$ cat src/shared/port_irq_pkg.sv
package port_irq_pkg;

  localparam int ADDR_W = 8;
  localparam int DATA_W = 8;

  localparam int PORT0_W = 8;
  localparam int PORT1_W = 8;
  localparam int PORT2_W = 5;
  localparam int PORT0_HALF = 4;
  localparam int EVT_W = 3;

  localparam logic [7:0] OFS_PORT0_FLAGS = 8'h89;
  localparam logic [7:0] OFS_PORT1_FLAGS = 8'h8a;
  localparam logic [7:0] OFS_PORT2_FLAGS = 8'h8b;
  localparam logic [7:0] OFS_PORT_CTRL   = 8'h8c;
  localparam logic [7:0] OFS_PORT1_MASK  = 8'h8d;
  localparam logic [7:0] OFS_IRQ_STATUS  = 8'h90;
  localparam logic [7:0] OFS_IRQ_MASK    = 8'h91;

  localparam int BIT_PORT0_EDGE  = 0;
  localparam int BIT_PORT1_EDGE  = 1;
  localparam int BIT_PORT2_EDGE  = 2;
  localparam int BIT_PORT0_LO_EN = 3;
  localparam int BIT_PORT0_HI_EN = 4;
  localparam int BIT_PORT2_EN    = 5;
  localparam int BIT_PAD_DRIVE   = 6;

  localparam logic [7:0] CTRL_WMASK    = 8'h7f;
  localparam logic [7:0] CTRL_RESET    = 8'h00;
  localparam logic [7:0] FLAGS_RESET   = 8'h00;
  localparam logic [7:0] MASK_RESET    = 8'h00;
  localparam logic [2:0] IRQ_RESET     = 3'h0;
  localparam logic [7:0] UNMAPPED_READ = 8'h00;

  localparam int EVT_PORT0 = 0;
  localparam int EVT_PORT1 = 1;
  localparam int EVT_PORT2 = 2;

endpackage

$ cat src/hw/port_irq_ctrl.sv
// Added by the designer: the plain strobed port.
`timescale 1ns/10ps

module port_irq_ctrl
  import port_irq_pkg::*;
#(
  parameter int P0_W = port_irq_pkg::PORT0_W,
  parameter int P1_W = port_irq_pkg::PORT1_W,
  parameter int P2_W = port_irq_pkg::PORT2_W
) (
  input  wire logic                            mclk,
  input  wire logic                            rst,
  input  wire logic [port_irq_pkg::ADDR_W-1:0] addr,
  input  wire logic [port_irq_pkg::DATA_W-1:0] wr_data,
  input  wire logic                            wr_en,
  input  wire logic                            rd_en,
  output logic      [port_irq_pkg::DATA_W-1:0] rd_data,
  input  wire logic [P0_W-1:0]                 port0_pins,
  input  wire logic [P1_W-1:0]                 port1_pins,
  input  wire logic [P2_W-1:0]                 port2_pins,
  output logic                                 pad_drive_strength_select,
  output logic                                 port0_irq_req,
  output logic                                 port1_irq_req,
  output logic                                 port2_irq_req,
  output logic                                 irq
);

  import port_irq_pkg::*;

  typedef struct packed {
    logic [DATA_W-1:0] ctrl;
    logic [P0_W-1:0]   port0_pending_flags;
    logic [P1_W-1:0]   port1_pending_flags;
    logic [P2_W-1:0]   port2_pending_flags;
    logic [P1_W-1:0]   port1_pin_irq_mask;
    logic [EVT_W-1:0]  irq_status;
    logic [EVT_W-1:0]  irq_mask;
    logic [EVT_W-1:0]  req;
    logic              irq;
    logic [DATA_W-1:0] rd_data;
  } state_t;

  state_t st_q;
  state_t st_d;

  logic [P0_W-1:0] port0_edges;
  logic [P1_W-1:0] port1_edges;
  logic [P2_W-1:0] port2_edges;

  logic port0_edge_select;
  logic port1_edge_select;
  logic port2_edge_select;
  logic port0_upper_irq_enable;
  logic port0_lower_irq_enable;
  logic port2_group_irq_enable;

  logic [P0_W-1:0] port0_pin_enable;
  logic [P1_W-1:0] port1_pin_enable;
  logic [P2_W-1:0] port2_pin_enable;

  logic [EVT_W-1:0] evt;

  // hardware-set flag with software clear; a set in the clearing cycle wins
  function automatic logic [DATA_W-1:0] flag_next(
    input logic [DATA_W-1:0] cur,
    input logic [DATA_W-1:0] set,
    input logic              wr_hit,
    input logic [DATA_W-1:0] wdata,
    input logic [DATA_W-1:0] clr_zero
  );
    logic [DATA_W-1:0] kept;
    kept = cur;
    if (wr_hit)
    begin
      kept = cur & (wdata | ~clr_zero);
    end
    return kept | set;
  endfunction

  function automatic logic any_masked(
    input logic [DATA_W-1:0] v,
    input logic [DATA_W-1:0] m
  );
    return |(v & m);
  endfunction

  assign port0_edge_select      = st_q.ctrl[BIT_PORT0_EDGE];
  assign port1_edge_select      = st_q.ctrl[BIT_PORT1_EDGE];
  assign port2_edge_select      = st_q.ctrl[BIT_PORT2_EDGE];
  assign port0_lower_irq_enable = st_q.ctrl[BIT_PORT0_LO_EN];
  assign port0_upper_irq_enable = st_q.ctrl[BIT_PORT0_HI_EN];
  assign port2_group_irq_enable = st_q.ctrl[BIT_PORT2_EN];

  pin_edge_detect #(
    .WIDTH (P0_W)
  ) u_port0_edges (
    .mclk    (mclk),
    .rst     (rst),
    .pins    (port0_pins),
    .falling (port0_edge_select),
    .edges   (port0_edges)
  );

  pin_edge_detect #(
    .WIDTH (P1_W)
  ) u_port1_edges (
    .mclk    (mclk),
    .rst     (rst),
    .pins    (port1_pins),
    .falling (port1_edge_select),
    .edges   (port1_edges)
  );

  // one select bit for the whole group, no per-pin choice
  pin_edge_detect #(
    .WIDTH (P2_W)
  ) u_port2_edges (
    .mclk    (mclk),
    .rst     (rst),
    .pins    (port2_pins),
    .falling (port2_edge_select),
    .edges   (port2_edges)
  );

  // group enables of ports 0 and 2 widened to per-pin masks; port 1 takes its mask register
  always_comb
  begin
    port0_pin_enable = '0;
    for (int i = 0; i < P0_W; i++)
    begin
      if (i >= PORT0_HALF)
      begin
        port0_pin_enable[i] = port0_upper_irq_enable;
      end
      else
      begin
        port0_pin_enable[i] = port0_lower_irq_enable;
      end
    end
    port1_pin_enable = st_q.port1_pin_irq_mask;
    port2_pin_enable = {P2_W{port2_group_irq_enable}};
  end

  // status events fire only on edges that are enabled when they land
  always_comb
  begin
    evt            = '0;
    evt[EVT_PORT0] = any_masked(DATA_W'(port0_edges), DATA_W'(port0_pin_enable));
    evt[EVT_PORT1] = any_masked(DATA_W'(port1_edges), DATA_W'(port1_pin_enable));
    evt[EVT_PORT2] = any_masked(DATA_W'(port2_edges), DATA_W'(port2_pin_enable));
  end

  always_comb
  begin
    logic              wr_p0;
    logic              wr_p1;
    logic              wr_p2;
    logic [DATA_W-1:0] f0;
    logic [DATA_W-1:0] f1;
    logic [DATA_W-1:0] f2;
    logic [DATA_W-1:0] ones;
    wr_p0 = 1'b0;
    wr_p1 = 1'b0;
    wr_p2 = 1'b0;
    f0    = '0;
    f1    = '0;
    f2    = '0;
    ones  = '1;
    st_d  = st_q;

    wr_p0 = wr_en && (addr == OFS_PORT0_FLAGS);
    wr_p1 = wr_en && (addr == OFS_PORT1_FLAGS);
    wr_p2 = wr_en && (addr == OFS_PORT2_FLAGS);

    // flags set on every qualifying edge, enabled or not
    f0 = flag_next(DATA_W'(st_q.port0_pending_flags), DATA_W'(port0_edges),
                   wr_p0, wr_data, ones);
    f1 = flag_next(DATA_W'(st_q.port1_pending_flags), DATA_W'(port1_edges),
                   wr_p1, wr_data, ones);
    f2 = flag_next(DATA_W'(st_q.port2_pending_flags), DATA_W'(port2_edges),
                   wr_p2, wr_data, ones);
    st_d.port0_pending_flags = f0[P0_W-1:0];
    st_d.port1_pending_flags = f1[P1_W-1:0];
    st_d.port2_pending_flags = f2[P2_W-1:0];

    if (wr_en)
    begin
      case (addr)
        OFS_PORT_CTRL:
        begin
          st_d.ctrl = wr_data & CTRL_WMASK;
        end
        OFS_PORT1_MASK:
        begin
          st_d.port1_pin_irq_mask = wr_data[P1_W-1:0];
        end
        OFS_IRQ_MASK:
        begin
          st_d.irq_mask = wr_data[EVT_W-1:0];
        end
        default:
        begin
          st_d.ctrl = st_q.ctrl;
        end
      endcase
    end

    // write one to clear; a fresh event in the same cycle survives
    st_d.irq_status = st_q.irq_status;
    if (wr_en && (addr == OFS_IRQ_STATUS))
    begin
      st_d.irq_status = st_q.irq_status & ~wr_data[EVT_W-1:0];
    end
    st_d.irq_status = st_d.irq_status | evt;

    // level requests toward the interrupt controller track pending flags of enabled pins
    st_d.req[EVT_PORT0] = any_masked(DATA_W'(st_d.port0_pending_flags),
                                     DATA_W'(port0_pin_enable));
    st_d.req[EVT_PORT1] = any_masked(DATA_W'(st_d.port1_pending_flags),
                                     DATA_W'(port1_pin_enable));
    st_d.req[EVT_PORT2] = any_masked(DATA_W'(st_d.port2_pending_flags),
                                     DATA_W'(port2_pin_enable));

    st_d.irq = |(st_d.irq_status & st_d.irq_mask);

    // read data stands for one cycle only, zero otherwise
    st_d.rd_data = '0;
    if (rd_en)
    begin
      case (addr)
        OFS_PORT0_FLAGS:
        begin
          st_d.rd_data = DATA_W'(st_q.port0_pending_flags);
        end
        OFS_PORT1_FLAGS:
        begin
          st_d.rd_data = DATA_W'(st_q.port1_pending_flags);
        end
        OFS_PORT2_FLAGS:
        begin
          st_d.rd_data = DATA_W'(st_q.port2_pending_flags);
        end
        OFS_PORT_CTRL:
        begin
          st_d.rd_data = st_q.ctrl & CTRL_WMASK;
        end
        OFS_PORT1_MASK:
        begin
          st_d.rd_data = DATA_W'(st_q.port1_pin_irq_mask);
        end
        OFS_IRQ_STATUS:
        begin
          st_d.rd_data = DATA_W'(st_q.irq_status);
        end
        OFS_IRQ_MASK:
        begin
          st_d.rd_data = DATA_W'(st_q.irq_mask);
        end
        default:
        begin
          st_d.rd_data = UNMAPPED_READ;
        end
      endcase
    end
  end

  always_ff @(posedge mclk or posedge rst)
  begin
    if (rst)
    begin
      st_q.ctrl                <= CTRL_RESET;
      st_q.port0_pending_flags <= FLAGS_RESET[P0_W-1:0];
      st_q.port1_pending_flags <= FLAGS_RESET[P1_W-1:0];
      st_q.port2_pending_flags <= FLAGS_RESET[P2_W-1:0];
      st_q.port1_pin_irq_mask  <= MASK_RESET[P1_W-1:0];
      st_q.irq_status          <= IRQ_RESET;
      st_q.irq_mask            <= IRQ_RESET;
      st_q.req                 <= IRQ_RESET;
      st_q.irq                 <= 1'b0;
      st_q.rd_data             <= '0;
    end
    else
    begin
      st_q <= st_d;
    end
  end

  // pad setting is only held here; the pad cells act on it
  assign pad_drive_strength_select = st_q.ctrl[BIT_PAD_DRIVE];
  assign port0_irq_req             = st_q.req[EVT_PORT0];
  assign port1_irq_req             = st_q.req[EVT_PORT1];
  assign port2_irq_req             = st_q.req[EVT_PORT2];
  assign irq                       = st_q.irq;
  assign rd_data                   = st_q.rd_data;

endmodule

$ cat src/hw/pin_edge_detect.sv
`timescale 1ns/10ps

module pin_edge_detect #(
  parameter int WIDTH = 8
) (
  input  wire logic             mclk,
  input  wire logic             rst,
  input  wire logic [WIDTH-1:0] pins,
  input  wire logic             falling,
  output logic      [WIDTH-1:0] edges
);

  typedef struct packed {
    logic [WIDTH-1:0] meta;
    logic [WIDTH-1:0] sync;
    logic [WIDTH-1:0] prev;
  } edge_state_t;

  edge_state_t st_q;
  edge_state_t st_d;

  always_comb
  begin
    st_d      = st_q;
    st_d.meta = pins;
    st_d.sync = st_q.meta;
    st_d.prev = st_q.sync;
  end

  // compare synced sample with previous one; meta stage is never looked at
  always_comb
  begin
    if (falling)
    begin
      edges = st_q.prev & ~st_q.sync;
    end
    else
    begin
      edges = st_q.sync & ~st_q.prev;
    end
  end

  always_ff @(posedge mclk or posedge rst)
  begin
    if (rst)
    begin
      st_q <= '0;
    end
    else
    begin
      st_q <= st_d;
    end
  end

endmodule

$ cat config.mk
export PLATFORM = sky130hd
export DESIGN_NAME = port_irq_ctrl
export DESIGN_NICKNAME = d
export VERILOG_FILES = /design/src/shared/port_irq_pkg.sv /design/src/hw/port_irq_ctrl.sv /design/src/hw/pin_edge_detect.sv
export SDC_FILE = /design/constraint.sdc
export NUM_CORES = 1
export LEC_CHECK = 0
export BUFFER_PORTS_ARGS = -buffer_cell sky130_fd_sc_hd__buf_2
export CORE_ASPECT_RATIO = 0.6
export CORE_MARGIN = 2
export CORE_UTILIZATION = 52
export CTS_BUF_LIST = sky130_fd_sc_hd__clkbuf_16
export DETAILED_ROUTE_END_ITERATION = 7
export HOLD_SLACK_MARGIN = 0.12
export PLACE_DENSITY_LB_ADDON = 0.08
export REMOVE_ABC_BUFFERS = 1
export SLEW_MARGIN = 40
export SYNTH_ARGS = -nofsm -noshare
export SYNTH_HDL_FRONTEND = slang
export SYNTH_HIERARCHICAL = 1
export SYNTH_SLANG_ARGS = --single-unit
$ cat constraint.sdc
create_clock -name mclk -period 1.8 [get_ports mclk]
set_clock_uncertainty 0.1 [all_clocks]
set_input_delay 0.27 -clock mclk [delete_from_list [all_inputs] [get_ports mclk]]
set_output_delay 0.27 -clock mclk [all_outputs]
set_load 0.02 [all_outputs]
Word-level counts from Yosys, hierarchy flattened --
Index checks and enable logic that the tools add are counted.
Storage, ports and cells: bits in registers 117, bits in latches 0, memory bits (writable) 0, ROM bits 0, input bits 41, output and inout port bits 13, logic and storage cells 78, memories kept 0
Cells by class: add/subtract/negate cells 0, $mul 0, divide/modulo/power cells 0, $lt $le $gt $ge 0, eq/ne operators 7, shift operators 0, multiplexer cells 11, bitwise gates (word level) 28, reductions and logical operators 13
Operators by type and width (number):
- $and A8 B8 Y8 | 10
- $eq A8 B8 Y1 const B | 7
- $pmux W8 S7 | 1
- $reduce_or A8 Y1 | 6
- $mux W8 | 5
- $not A8 Y8 | 4
- $and A5 B5 Y5 | 5
- $or A8 B8 Y8 | 2
- $mux W5 | 2
- $not A5 Y5 | 2
- $mux W3 | 3
- $and A3 B3 Y3 | 2
- $or A5 B5 Y5 | 1
- $logic_and A1 B1 Y1 | 4
- $reduce_and A2 Y1 | 2
- $not A3 Y3 | 1
- $or A3 B3 Y3 | 1
- $reduce_or A3 Y1 | 1

Longest topological paths before layout --
Gate-level depths: netlist (run 1).
word-level depth 8, gate-level depth with buffers 7, mapped depth without buffers 6

By module --
The synthesis (run 1) kept the hierarchy.
By module, submodules not included:
- port_irq_ctrl | times used 1, cells an instance 262, area each 2861.5 um^2, seq. area each 1351.3 um^2
- pin_edge_detect at u_port0_edges ... | times used 2, cells an instance 50, area each 770.7 um^2, seq. area each 600.6 um^2
- pin_edge_detect at u_port2_edges | times used 1, cells an instance 32, area each 490.5 um^2, seq. area each 375.4 um^2

Least setup slack after synthesis (run 1) --
OpenSTA, ideal clock, no wires.
path kind input -> register, from input addr[5] (netlist name), to register st_q (netlist bit port2_irq_req), library setup time 124 ps, data arrival time 1656 ps, required time 1576 ps, path slack -80 ps, cell stages on the path 5, path buffers 1, cell sequence or4b_4 -> buf_6 -> o41ai_2 -> nand4b_1 -> o31a_1
RTL lines:
- start, declared | RTL line port_irq_ctrl.sv:13 | input wire logic [port_irq_pkg::ADDR_W-1:0] addr,
- end signal, assigned | RTL line port_irq_ctrl.sv:284 | st_q <= st_d;
- end, declared | RTL line port_irq_ctrl.sv:43 | state_t st_q;

==> impl_metrics.ini, run 1 <==
[status]
outcome = finished, violations left
violations = negative setup slack

[finish]
nets = 595
layout_common_cells = dfrtp_1, buf_4, buf_2
layout-area-overhead-vs-synth_pct = 46.2
antenna_cells = 0
final_util = 0.782
design_area_um2 = 7160
drive_above_1_share = 0.444
layout_commonest_cell = dfrtp_1

[power_and_ir_drop]
leakage_nw = 3.19
power.total_mw = 7.36
power_density_nw_per_um2 = 1030
ir_drop_mv = 0.746

[global_route]
top_usage_layer = met1
antenna_found_initial = 0
use_met2 = 0.406
grt_overflow = 0
grt_pass1_vias = 4011
grt_usage = 0.286
grt_max_degree = 30
grt_use_met1 = 0.413
grt_pass1_wl_mm = 21.5
use_met3 = 0.0876

[setup_path]
critPathLaunchType = register
path_class = reg2reg
cpPeakStageDelay_ps = 450
slowest_stage = dfrtp_2
cp-end-kind = register
cp_cell_sequence = buf_6 > nand3b_1 > o21ai_2 > nor4b_2 > a31oi_1 > o41ai_2 > nand2_1
worstPathArrival_ps = 2070
path_buf_inv = 1
cp_data_required_time_ps = 1980
path_delay_family = compound AO/OA/AOI/OAI gates
cp_max_fo = 8

[synthesis]
synth_top_area_cell = dfrtp_1
syn_inst = 394
syn_avg_cell_area_um2 = 12.4
yosys_register_bits = 117
yosys-top-cells-area = dfrtp_1, nand2b_1, mux2_2
yosys_warnings = 6
synthFlopType = dfrtp_1
synth.cell_area_um2 = 4890
synthDistinctLibCells = 55
synth_edf_count = 0
ys_async_sr_fraction = 1.00
synthDominantCellAreaShare = 0.598
yosysSeqAreaShare = 0.598

[timing]
max_freq_mhz = 527
finalHoldViolations = 0
min_period_ps = 1900
slew_headroom = 0.574
tightest_slew_ps = 638
period_share = 1.05
rsz0062_at_grt = yes
drv_slew = 0
setup_viol = 4
final.setup.worst_slack_ps = -96.1

[floorplan]
die_area_um2 = 10200
core_area_um2 = 9160
die_w_um = 129
start_util = 0.535
io_pins = 54
rows = 27
die_y_um = 79.1

[clock_network]
clk_path_buf_depth = 2
clk_pin_slew_ps = 50
clkLatencyLatePin_ps = 410
clock_sinks = 117
clockRootBuffer = clkbuf_16
tritoncts = yes
htree_levels = 4
cts-buffers-inserted = 17

[routing]
wire_per_inst_um = 20.5
drt_first_pass_iters = 5
via_count = 4100
drt_iter0_drc = 387
route.detailed.drc = 0
finalWirelength_mm = 14.3
viasPerCell = 5.88
ant_nets = 0

[place]
port_buffers = 53
place_area_um2 = 5760
dp.final_hpwl_mm = 9.00
place_congestion = 0.869

[hold_path]
hp-class = in2reg

[run]
maxCapViolCount = 0
## sequential cells by signal, summed over array words and instances, names as in the netlist, 5 cells and up
name and flops:
port1_pin_enable 8, rd_data 8, st_q 27, u_port0_edges/st_d 16, u_port0_edges/st_q 8, u_port1_edges/st_d 16, u_port1_edges/st_q 8, u_port2_edges/st_d 10
u_port2_edges/st_q 5
## worst register-to-register path, cell delays in order, from the launching register on
cell      delay [ps]
dfrtp_2          450
buf_6            160
nand3b_1         100
o21ai_2           80
nor4b_2          260
a31oi_1          180
o41ai_2          360
nand2_1           90
## metrics by stage
stage / setup TNS [ps] / worst slack [ps] / cells / hold slack [ps]
after detailed placement: -4660 / -498 / 630 / 235
after floorplan: -1940 / -275 / 371 / 71.5
final: -228 / -96.1 / 697 / 195
after global placement: -4060 / -428 / 630 / 232
after global routing: -756 / -209 / 697 / 185
after CTS: -227 / -85.6 / 694 / 126
## cell families after synthesis
| group | share of synthesized area |
|---|---|
| and+or+nand+nor | 0.172 |
| DFF | 0.598 |
| buffers and inverters | 0.0427 |
| muxes | 0.0386 |
| AOI/OAI and AO/OA | 0.148 |
## power by group
| group | total (mW) | internal, mW | switching, mW |
|---|---|---|---|
| registers | 2.81 | 2.74 | 0.0742 |
| clock network | 3.93 | 2.72 | 1.20 |
| logic | 0.615 | 0.286 | 0.329 |
## metal layers
metal | vias to the layer above | part of all wire
met1 | 2041 | 0.43
met3 | 36 | 0.10
met2 | 227 | 0.45
met5 | - | 0
met4 | 0 | 0.024
li1 | 1796 | -
## final timing paths
check                                       from                endpoint  slack (ps)  cells past startpoint
setup / recovery               port0_edge_select           port0_irq_req        -100                      7
hold / removal                        wr_data[3]  port0_lower_irq_enable         190                      2
setup reg to reg               port0_edge_select           port0_irq_req        -100                      7
hold reg to reg            u_port1_edges/st_d[8]   u_port1_edges/st_d[0]         250                      0
max in group asynchronous                    rst   u_port2_edges/st_q[1]         790                      3
min in group asynchronous                    rst                st_q[26]         410                      4
## repair_timing
item                                   CTS  global route
pin swaps                               22            30
gates resized for setup                 29            60
gates cloned                             0             0
setup endpoints to repair                8            12
hold buffers                            23             0
endpoints found under the hold margin  140             0
buffers inserted                        10             5
## area by class of cell
| type | count | area [um2] |
|---|---|---|
| Inverter | 15 | 56.3 |
| Multi-Input combinational cell | 239 | 2100 |
| Fill cell | 561 | 2000 |
| Clock inverter | 15 | 260 |
| Sequential cell | 117 | 2930 |
| Timing Repair Buffer | 164 | 1220 |
| Tap cell | 130 | 163 |
| Clock buffer | 17 | 425 |
## synth_stat cells, drive strengths merged, types with 3 or more instances
cell	number
nor3	5
mux2	15
nor4b	10
nand2b	32
and3	6
o21a	6
nand3	3
a211oi	8
nor2	15
a2111oi	3
buf	17
dfrtp	117
a31oi	8
nand3b	19
a22oi	7
o21ai	28
o41ai	8
nand2	13
or2	3
nand4	4
a41oi	6
nor4	6
a222oi	8
clkbuf	6
inv	15
nor2b	3
o22ai	3
No activity file was read; power rests on OpenSTA's default activity.
==> run 2, diff against run 1 <==
- ABC_AREA: unset -> 1
- CELL_PAD_IN_SITES_DETAIL_PLACEMENT: unset -> 2
- CELL_PAD_IN_SITES_GLOBAL_PLACEMENT: unset -> 2
- CORE_UTILIZATION: 52 -> 33
==> run 2 against run 1 <==
  * The run now ends clean
  * Via count rose by 3.0%
  * Sequential cell count unchanged
  * Synthesized cell count is 41% higher
  * Die area is 63% higher
  * Critical path depth increased by 3
  * Wire length is 15% higher
  * First-iteration DRC count decreased by 43%
  * Global-route usage down 7.0 points
  * Combinational power decreased by 13%
  * Design area is 5.5% lower
  * Sequential share of layout area up 2.4 points
  * Critical path type unchanged
  * Largest cell class unchanged
==> impl_metrics.ini, run 2 <==
[status]
outcome = complete, no violations

[setup_path]
crit_path_frequent_cell = nand2_2
path_class = reg2reg
cp_data_required_time_ps = 1980
cp-end-kind = register
cp_cell_sequence = buf_12 > nand3_1 > nand2_2 > nand2_2 > o2111ai_2 > nor2_2 > buf_6 > nand2_2 > nand2_1 > nand3_1
cp_max_fo = 6
worstPathArrival_ps = 1840
slowest_stage = dfrtp_2
critPathLaunchType = register
cpPeakStageDelay_ps = 450

[synthesis]
synthFlopType = dfrtp_1
synthDominantCellAreaShare = 0.568
yosys_warnings = 6
syn_inst = 555
synth.top_cells.by_count = nand2_1, dfrtp_1, inv_1
syn_avg_cell_area_um2 = 9.29
yosys_register_bits = 117
synth_top_area_cell = dfrtp_1
ys_async_sr_fraction = 1.00
synth_edf_count = 0
synthDistinctLibCells = 36
synth.cell_area_um2 = 5160
yosys-top-cells-area = dfrtp_1, nand2_1, inv_1
synth.most_common_cell = nand2_1
yosysSeqAreaShare = 0.568

[clock_network]
clkLatencyLatePin_ps = 410
clk_pin_slew_ps = 60
htree_levels = 4
clockRootBuffer = clkbuf_16
clock_sinks = 117
clk_path_buf_depth = 2
tritoncts = yes
cts-buffers-inserted = 17

[power_and_ir_drop]
ir_drop_mv = 0.478
power.total_mw = 6.84
leakage_nw = 3.49
power_density_nw_per_um2 = 1010

[global_route]
grt_pass1_wl_mm = 26.6
grt_usage = 0.216
antenna_found_initial = 0
grt_pass1_vias = 4680
grt_overflow = 0
grt_max_degree = 55

[routing]
drt_first_pass_iters = 4
wire_per_inst_um = 18.7
viasPerCell = 4.79
via_count = 4224
finalWirelength_mm = 16.5
ant_nets = 0
drt_iter0_drc = 222
route.detailed.drc = 0

[timing]
finalHoldViolations = 0
max_freq_mhz = 603
setup-tns-final_ps = 0
slew_headroom = 0.627
tightest_slew_ps = 559
rsz0062_at_grt = no
period_share = 0.921
setup_viol = 0
whs_ps = 142
drv_slew = 0
min_period_ps = 1660

[finish]
drive_above_1_share = 0.257
antenna_cells = 0
layout_commonest_cell = dfrtp_1
nets = 706
regMostFlops = st_q
layout_common_cells = dfrtp_1, nand2_1, inv_1
final_cells = 881
largest_register_ffs = 27
layout-area-overhead-vs-synth_pct = 31.1
design_area_um2 = 6760

[floorplan]
die_area_um2 = 16700
core_area_um2 = 15300
rows = 35
io_pins = 54
start_util = 0.336
die_y_um = 101
die_w_um = 165

[place]
place_area_um2 = 5780
place_congestion = 0.819
dp.final_hpwl_mm = 12.0
port_buffers = 53
dp_cells = 821

[run]
maxCapViolCount = 0

[hold_path]
hp-class = in2reg
run 2: cell types whose count changed after synthesis, sizes merged, moves of 8 or more:
cell,before,now
a211oi,8,0
nand3b,19,7
nand4,4,21
a21oi,0,10
nand2,13,132
nand3,3,67
nor4b,10,0
inv,15,114
o41ai,8,0
mux2,15,5
a222oi,8,0
nand2b,32,0
run 2: kinds of logic after synthesis:
family | count (synthesis) | share of synthesized area
muxes | 5 | 0.0124
buffers and inverters | 133 | 0.119
AOI/OAI and AO/OA | 50 | 0.0541
DFF | 117 | 0.568
and+or+nand+nor | 250 | 0.247
run 2: path summary, 6_finish.rpt:
kind | start | endpoint | slack, ps | cells past startpoint
worst min register to register | u_port0_edges/st_d[13] | u_port0_edges/st_d[5] | 250 | 0
worst max-delay path | port1_edge_select | irq | 140 | 10
worst max register to register | port1_edge_select | irq | 140 | 10
max in group asynchronous | rst | u_port2_edges/st_q[0] | 810 | 3
worst min-delay path | wr_data[2] | port1_pin_enable[2] | 140 | 3
min in group asynchronous | rst | u_port0_edges/st_q[5] | 420 | 4
run 2: final cells by class:
cell class	count	area, um2
Multi-Input combinational cell	305	1690
Inverter	115	450
Timing Repair Buffer	109	837
Clock inverter	15	176
Tap cell	203	254
Fill cell	1657	8560
Clock buffer	17	425
Sequential cell	117	2930
run 2: per-layer routing:
metal | global-route usage | wire length, um | vias to the layer above | part of all wire
met1 | 0.310 | 7950 | 2184 | 0.48
met3 | 0.0333 | 699 | 6 | 0.042
met2 | 0.348 | 7740 | 65 | 0.47
li1 | - | - | 1969 | -
met5 | 0 | 0 | - | 0
met4 | 0.0458 | 82 | 0 | 0.0050
run 2: metrics by stage:
step,util,worst slack [ps]
after floorplan,-,-28.9
after global placement,0.377,-28.7
after detailed placement,0.377,-86.9
after CTS,0.435,7.54
after global routing,0.441,2.10
final,0.441,142
run 2: what timing repair did:
item / CTS / global route
cloned: 0 / 1
hold buffers: 27 / 0
setup endpoints to repair: 1 / 1
pin swaps: 0 / 5
setup buffers: 0 / 1
resized for setup: 1 / 23
hold endpoints to repair: 146 / 0
run 2: power breakdown:
group	total, mW	leakage, nW	internal [mW]	switching (mW)
Clock	3.49	0.284	2.19	1.30
Combinational	0.536	1.91	0.214	0.322
Sequential	2.82	1.30	2.74	0.0769
run 2: worst max-delay path, delay by kind of cell, from the launching register on:
kind	cells	cell delay, ps
AO/OA/AOI/OAI	1	110
AND/OR/NAND/NOR	7	600
buffers and inverters	2	290
flip-flops	1	450
==> run 3, diff against run 2 <==
- CORE_UTILIZATION: 33 -> 32
- SYNTH_HIERARCHICAL: 1 -> unset
==> run 3 against run 2 <==
  * Worst setup slack lost 79 ps
  * Clock power grew 3%
  * Hold slack lost 18 ps
  * Clock-buffer cell count is the same
  * Via count grew 0.14%
  * Synthesized cell count shrank 4.3%
  * Critical path type unchanged
  * Cell count shrank 3.2%
  * Area after synthesis shrank 5.6%
  * Utilization grew 0.36 points
  * First-iteration DRC count grew 1.8%
  * Register-to-register slack lost 80 ps
  * Wire length shrank 2.4%
==> impl_metrics.ini, run 3 <==
[status]
outcome = complete, no violations

[finish]
layout_commonest_cell = nand2_1
fill_cells = 1596
nets = 683
regMostFlops = st_q
design_area_um2 = 6530
largest_register_ffs = 27
final_cells = 853
final_util = 0.445
layout-area-overhead-vs-synth_pct = 34.1
layout_common_cells = nand2_1, dfrtp_1, nand3_1
drive_above_1_share = 0.218
antenna_cells = 0

[clock_network]
clock_sinks = 117
clkLatencyLatePin_ps = 420
clk_path_buf_depth = 2
tritoncts = yes
clk_pin_slew_ps = 60
clockRootBuffer = clkbuf_16
htree_levels = 4
cts-buffers-inserted = 17

[timing]
min_period_ps = 1740
setup-tns-final_ps = 0
drv_slew = 0
max_freq_mhz = 576
rsz0062_at_grt = yes
slew_headroom = 0.688
whs_ps = 124
period_share = 0.965
finalHoldViolations = 0
setup_viol = 0
tightest_slew_ps = 465
final.setup.worst_slack_ps = 62.5

[routing]
ant_nets = 0
finalWirelength_mm = 16.1
drt_iter0_drc = 226
wire_per_inst_um = 18.9
route.detailed.drc = 0
via_count = 4230
viasPerCell = 4.96
drt_first_pass_iters = 4

[synthesis]
synth.most_common_cell = nand2_1
synthDistinctLibCells = 27
synth_edf_count = 0
yosys_register_bits = 117
synth.top_cells.by_count = nand2_1, dfrtp_1, nand3_1
yosys-top-cells-area = dfrtp_1, nand2_1, nand3_1
synthFlopType = dfrtp_1
syn_avg_cell_area_um2 = 9.17
synth.cell_area_um2 = 4870
synthDominantCellAreaShare = 0.601
yosys_warnings = 0
synth_top_area_cell = dfrtp_1
syn_inst = 531
ys_async_sr_fraction = 1.00
yosysSeqAreaShare = 0.601

[power_and_ir_drop]
power_switching_share = 0.243
power.total_mw = 6.94
leakage_nw = 3.22
power_density_nw_per_um2 = 1060
p_seq_frac = 0.405
ir_drop_mv = 0.423
p_clk_frac = 0.517
p_sw_mw = 1.69
p_comb_frac = 0.078
internal_power_mw = 5.25

[setup_path]
worstPathArrival_ps = 1930
cp-end-kind = register
slowest_stage = dfrtp_1
cp_data_required_time_ps = 2000
path_buf_inv = 3
cpPeakStageDelay_ps = 390
cp_cell_sequence = clkinvlp_4 > buf_4 > buf_12 > a21o_1 > nand3_1 > nand2_1 > nor2_2 > nand3_2 > nand2_1 > nand3_1
cp_max_fo = 5
critPathLaunchType = register
path_delay_family = simple AND/OR/NAND/NOR gates
path_class = reg2reg

[global_route]
antenna_found_initial = 0
grt_max_degree = 67
grt_pass1_vias = 4733
grt_overflow = 0
grt_pass1_wl_mm = 26.3
grt_usage = 0.217

[place]
post-place-ws_ps = -41.0
place_area_um2 = 5520
place_congestion = 0.802
dp.final_hpwl_mm = 11.1
dp_cells = 789
port_buffers = 53

[floorplan]
io_pins = 54
start_util = 0.332
die_y_um = 99.6
die_area_um2 = 16300
die_w_um = 163
core_area_um2 = 14700
rows = 34

[hold_path]
hp-class = in2reg

[run]
maxCapViolCount = 0
## run 3: metal layers
metal	share of wire	GRT usage	wire [um]
met1	0.50	0.306	8070
met2	0.46	0.338	7400
met3	0.027	0.0363	439
met4	0.011	0.0742	174
met5	0	0	0
## run 3: final cells by class
cell class / instances / area (um2) / area share
timing repair buffer: 114 / 882 / 0.135
multi-input combinational: 340 / 1650 / 0.253
clock inverter: 15 / 190 / 0.0291
clock buffer: 17 / 425 / 0.0651
tap: 198 / 248 / 0.0379
inverter: 52 / 205 / 0.0314
sequential: 117 / 2930 / 0.448
## run 3: cells by family after synthesis
logic type	count (synthesis)	share of synthesized area
muxes	1	0.00231
and+or+nand+nor	270	0.252
buffers and inverters	74	0.0676
DFF	117	0.601
AOI/OAI and AO/OA	69	0.0768
## run 3: worst paths after layout
kind	from	end	slack, ps	depth (start not counted)
worst max register to register	port1_edge_select	irq	60	10
worst min register to register	u_port1_edges.st_d[13]	u_port1_edges.st_d[5]	250	0
worst min-delay path	wr_data[3]	port0_lower_irq_enable	120	3
max in group asynchronous	rst	st_q[38]	830	4
worst max-delay path	port1_edge_select	irq	60	10
min in group asynchronous	rst	u_port2_edges.st_d[7]	190	3
## run 3: what timing repair did
item,in CTS,in global routing
pin swaps,1,3
setup buffers,1,3
hold buffers,27,0
hold endpoints to repair,145,0
gates resized for setup,5,16
gates cloned,1,0
endpoints found under the setup margin,1,2
## run 3: worst register-to-register path, delay by kind of cell (launching register included)
kind | cells | cell delay [ps]
simple gates | 6 | 540
buf+inv | 3 | 420
flops | 1 | 390
compound gates | 1 | 160
## run 3: power groups by stage
stage | sequential, mW | combinational (mW) | clock [mW]
detailed placement | 2.85 | 0.466 | 0
finish | 2.81 | 0.539 | 3.59
global placement | 2.85 | 0.448 | 0
global route | 2.82 | 0.603 | 3.80
floorplan | 2.85 | 0.211 | 0
CTS | 2.81 | 0.533 | 3.67
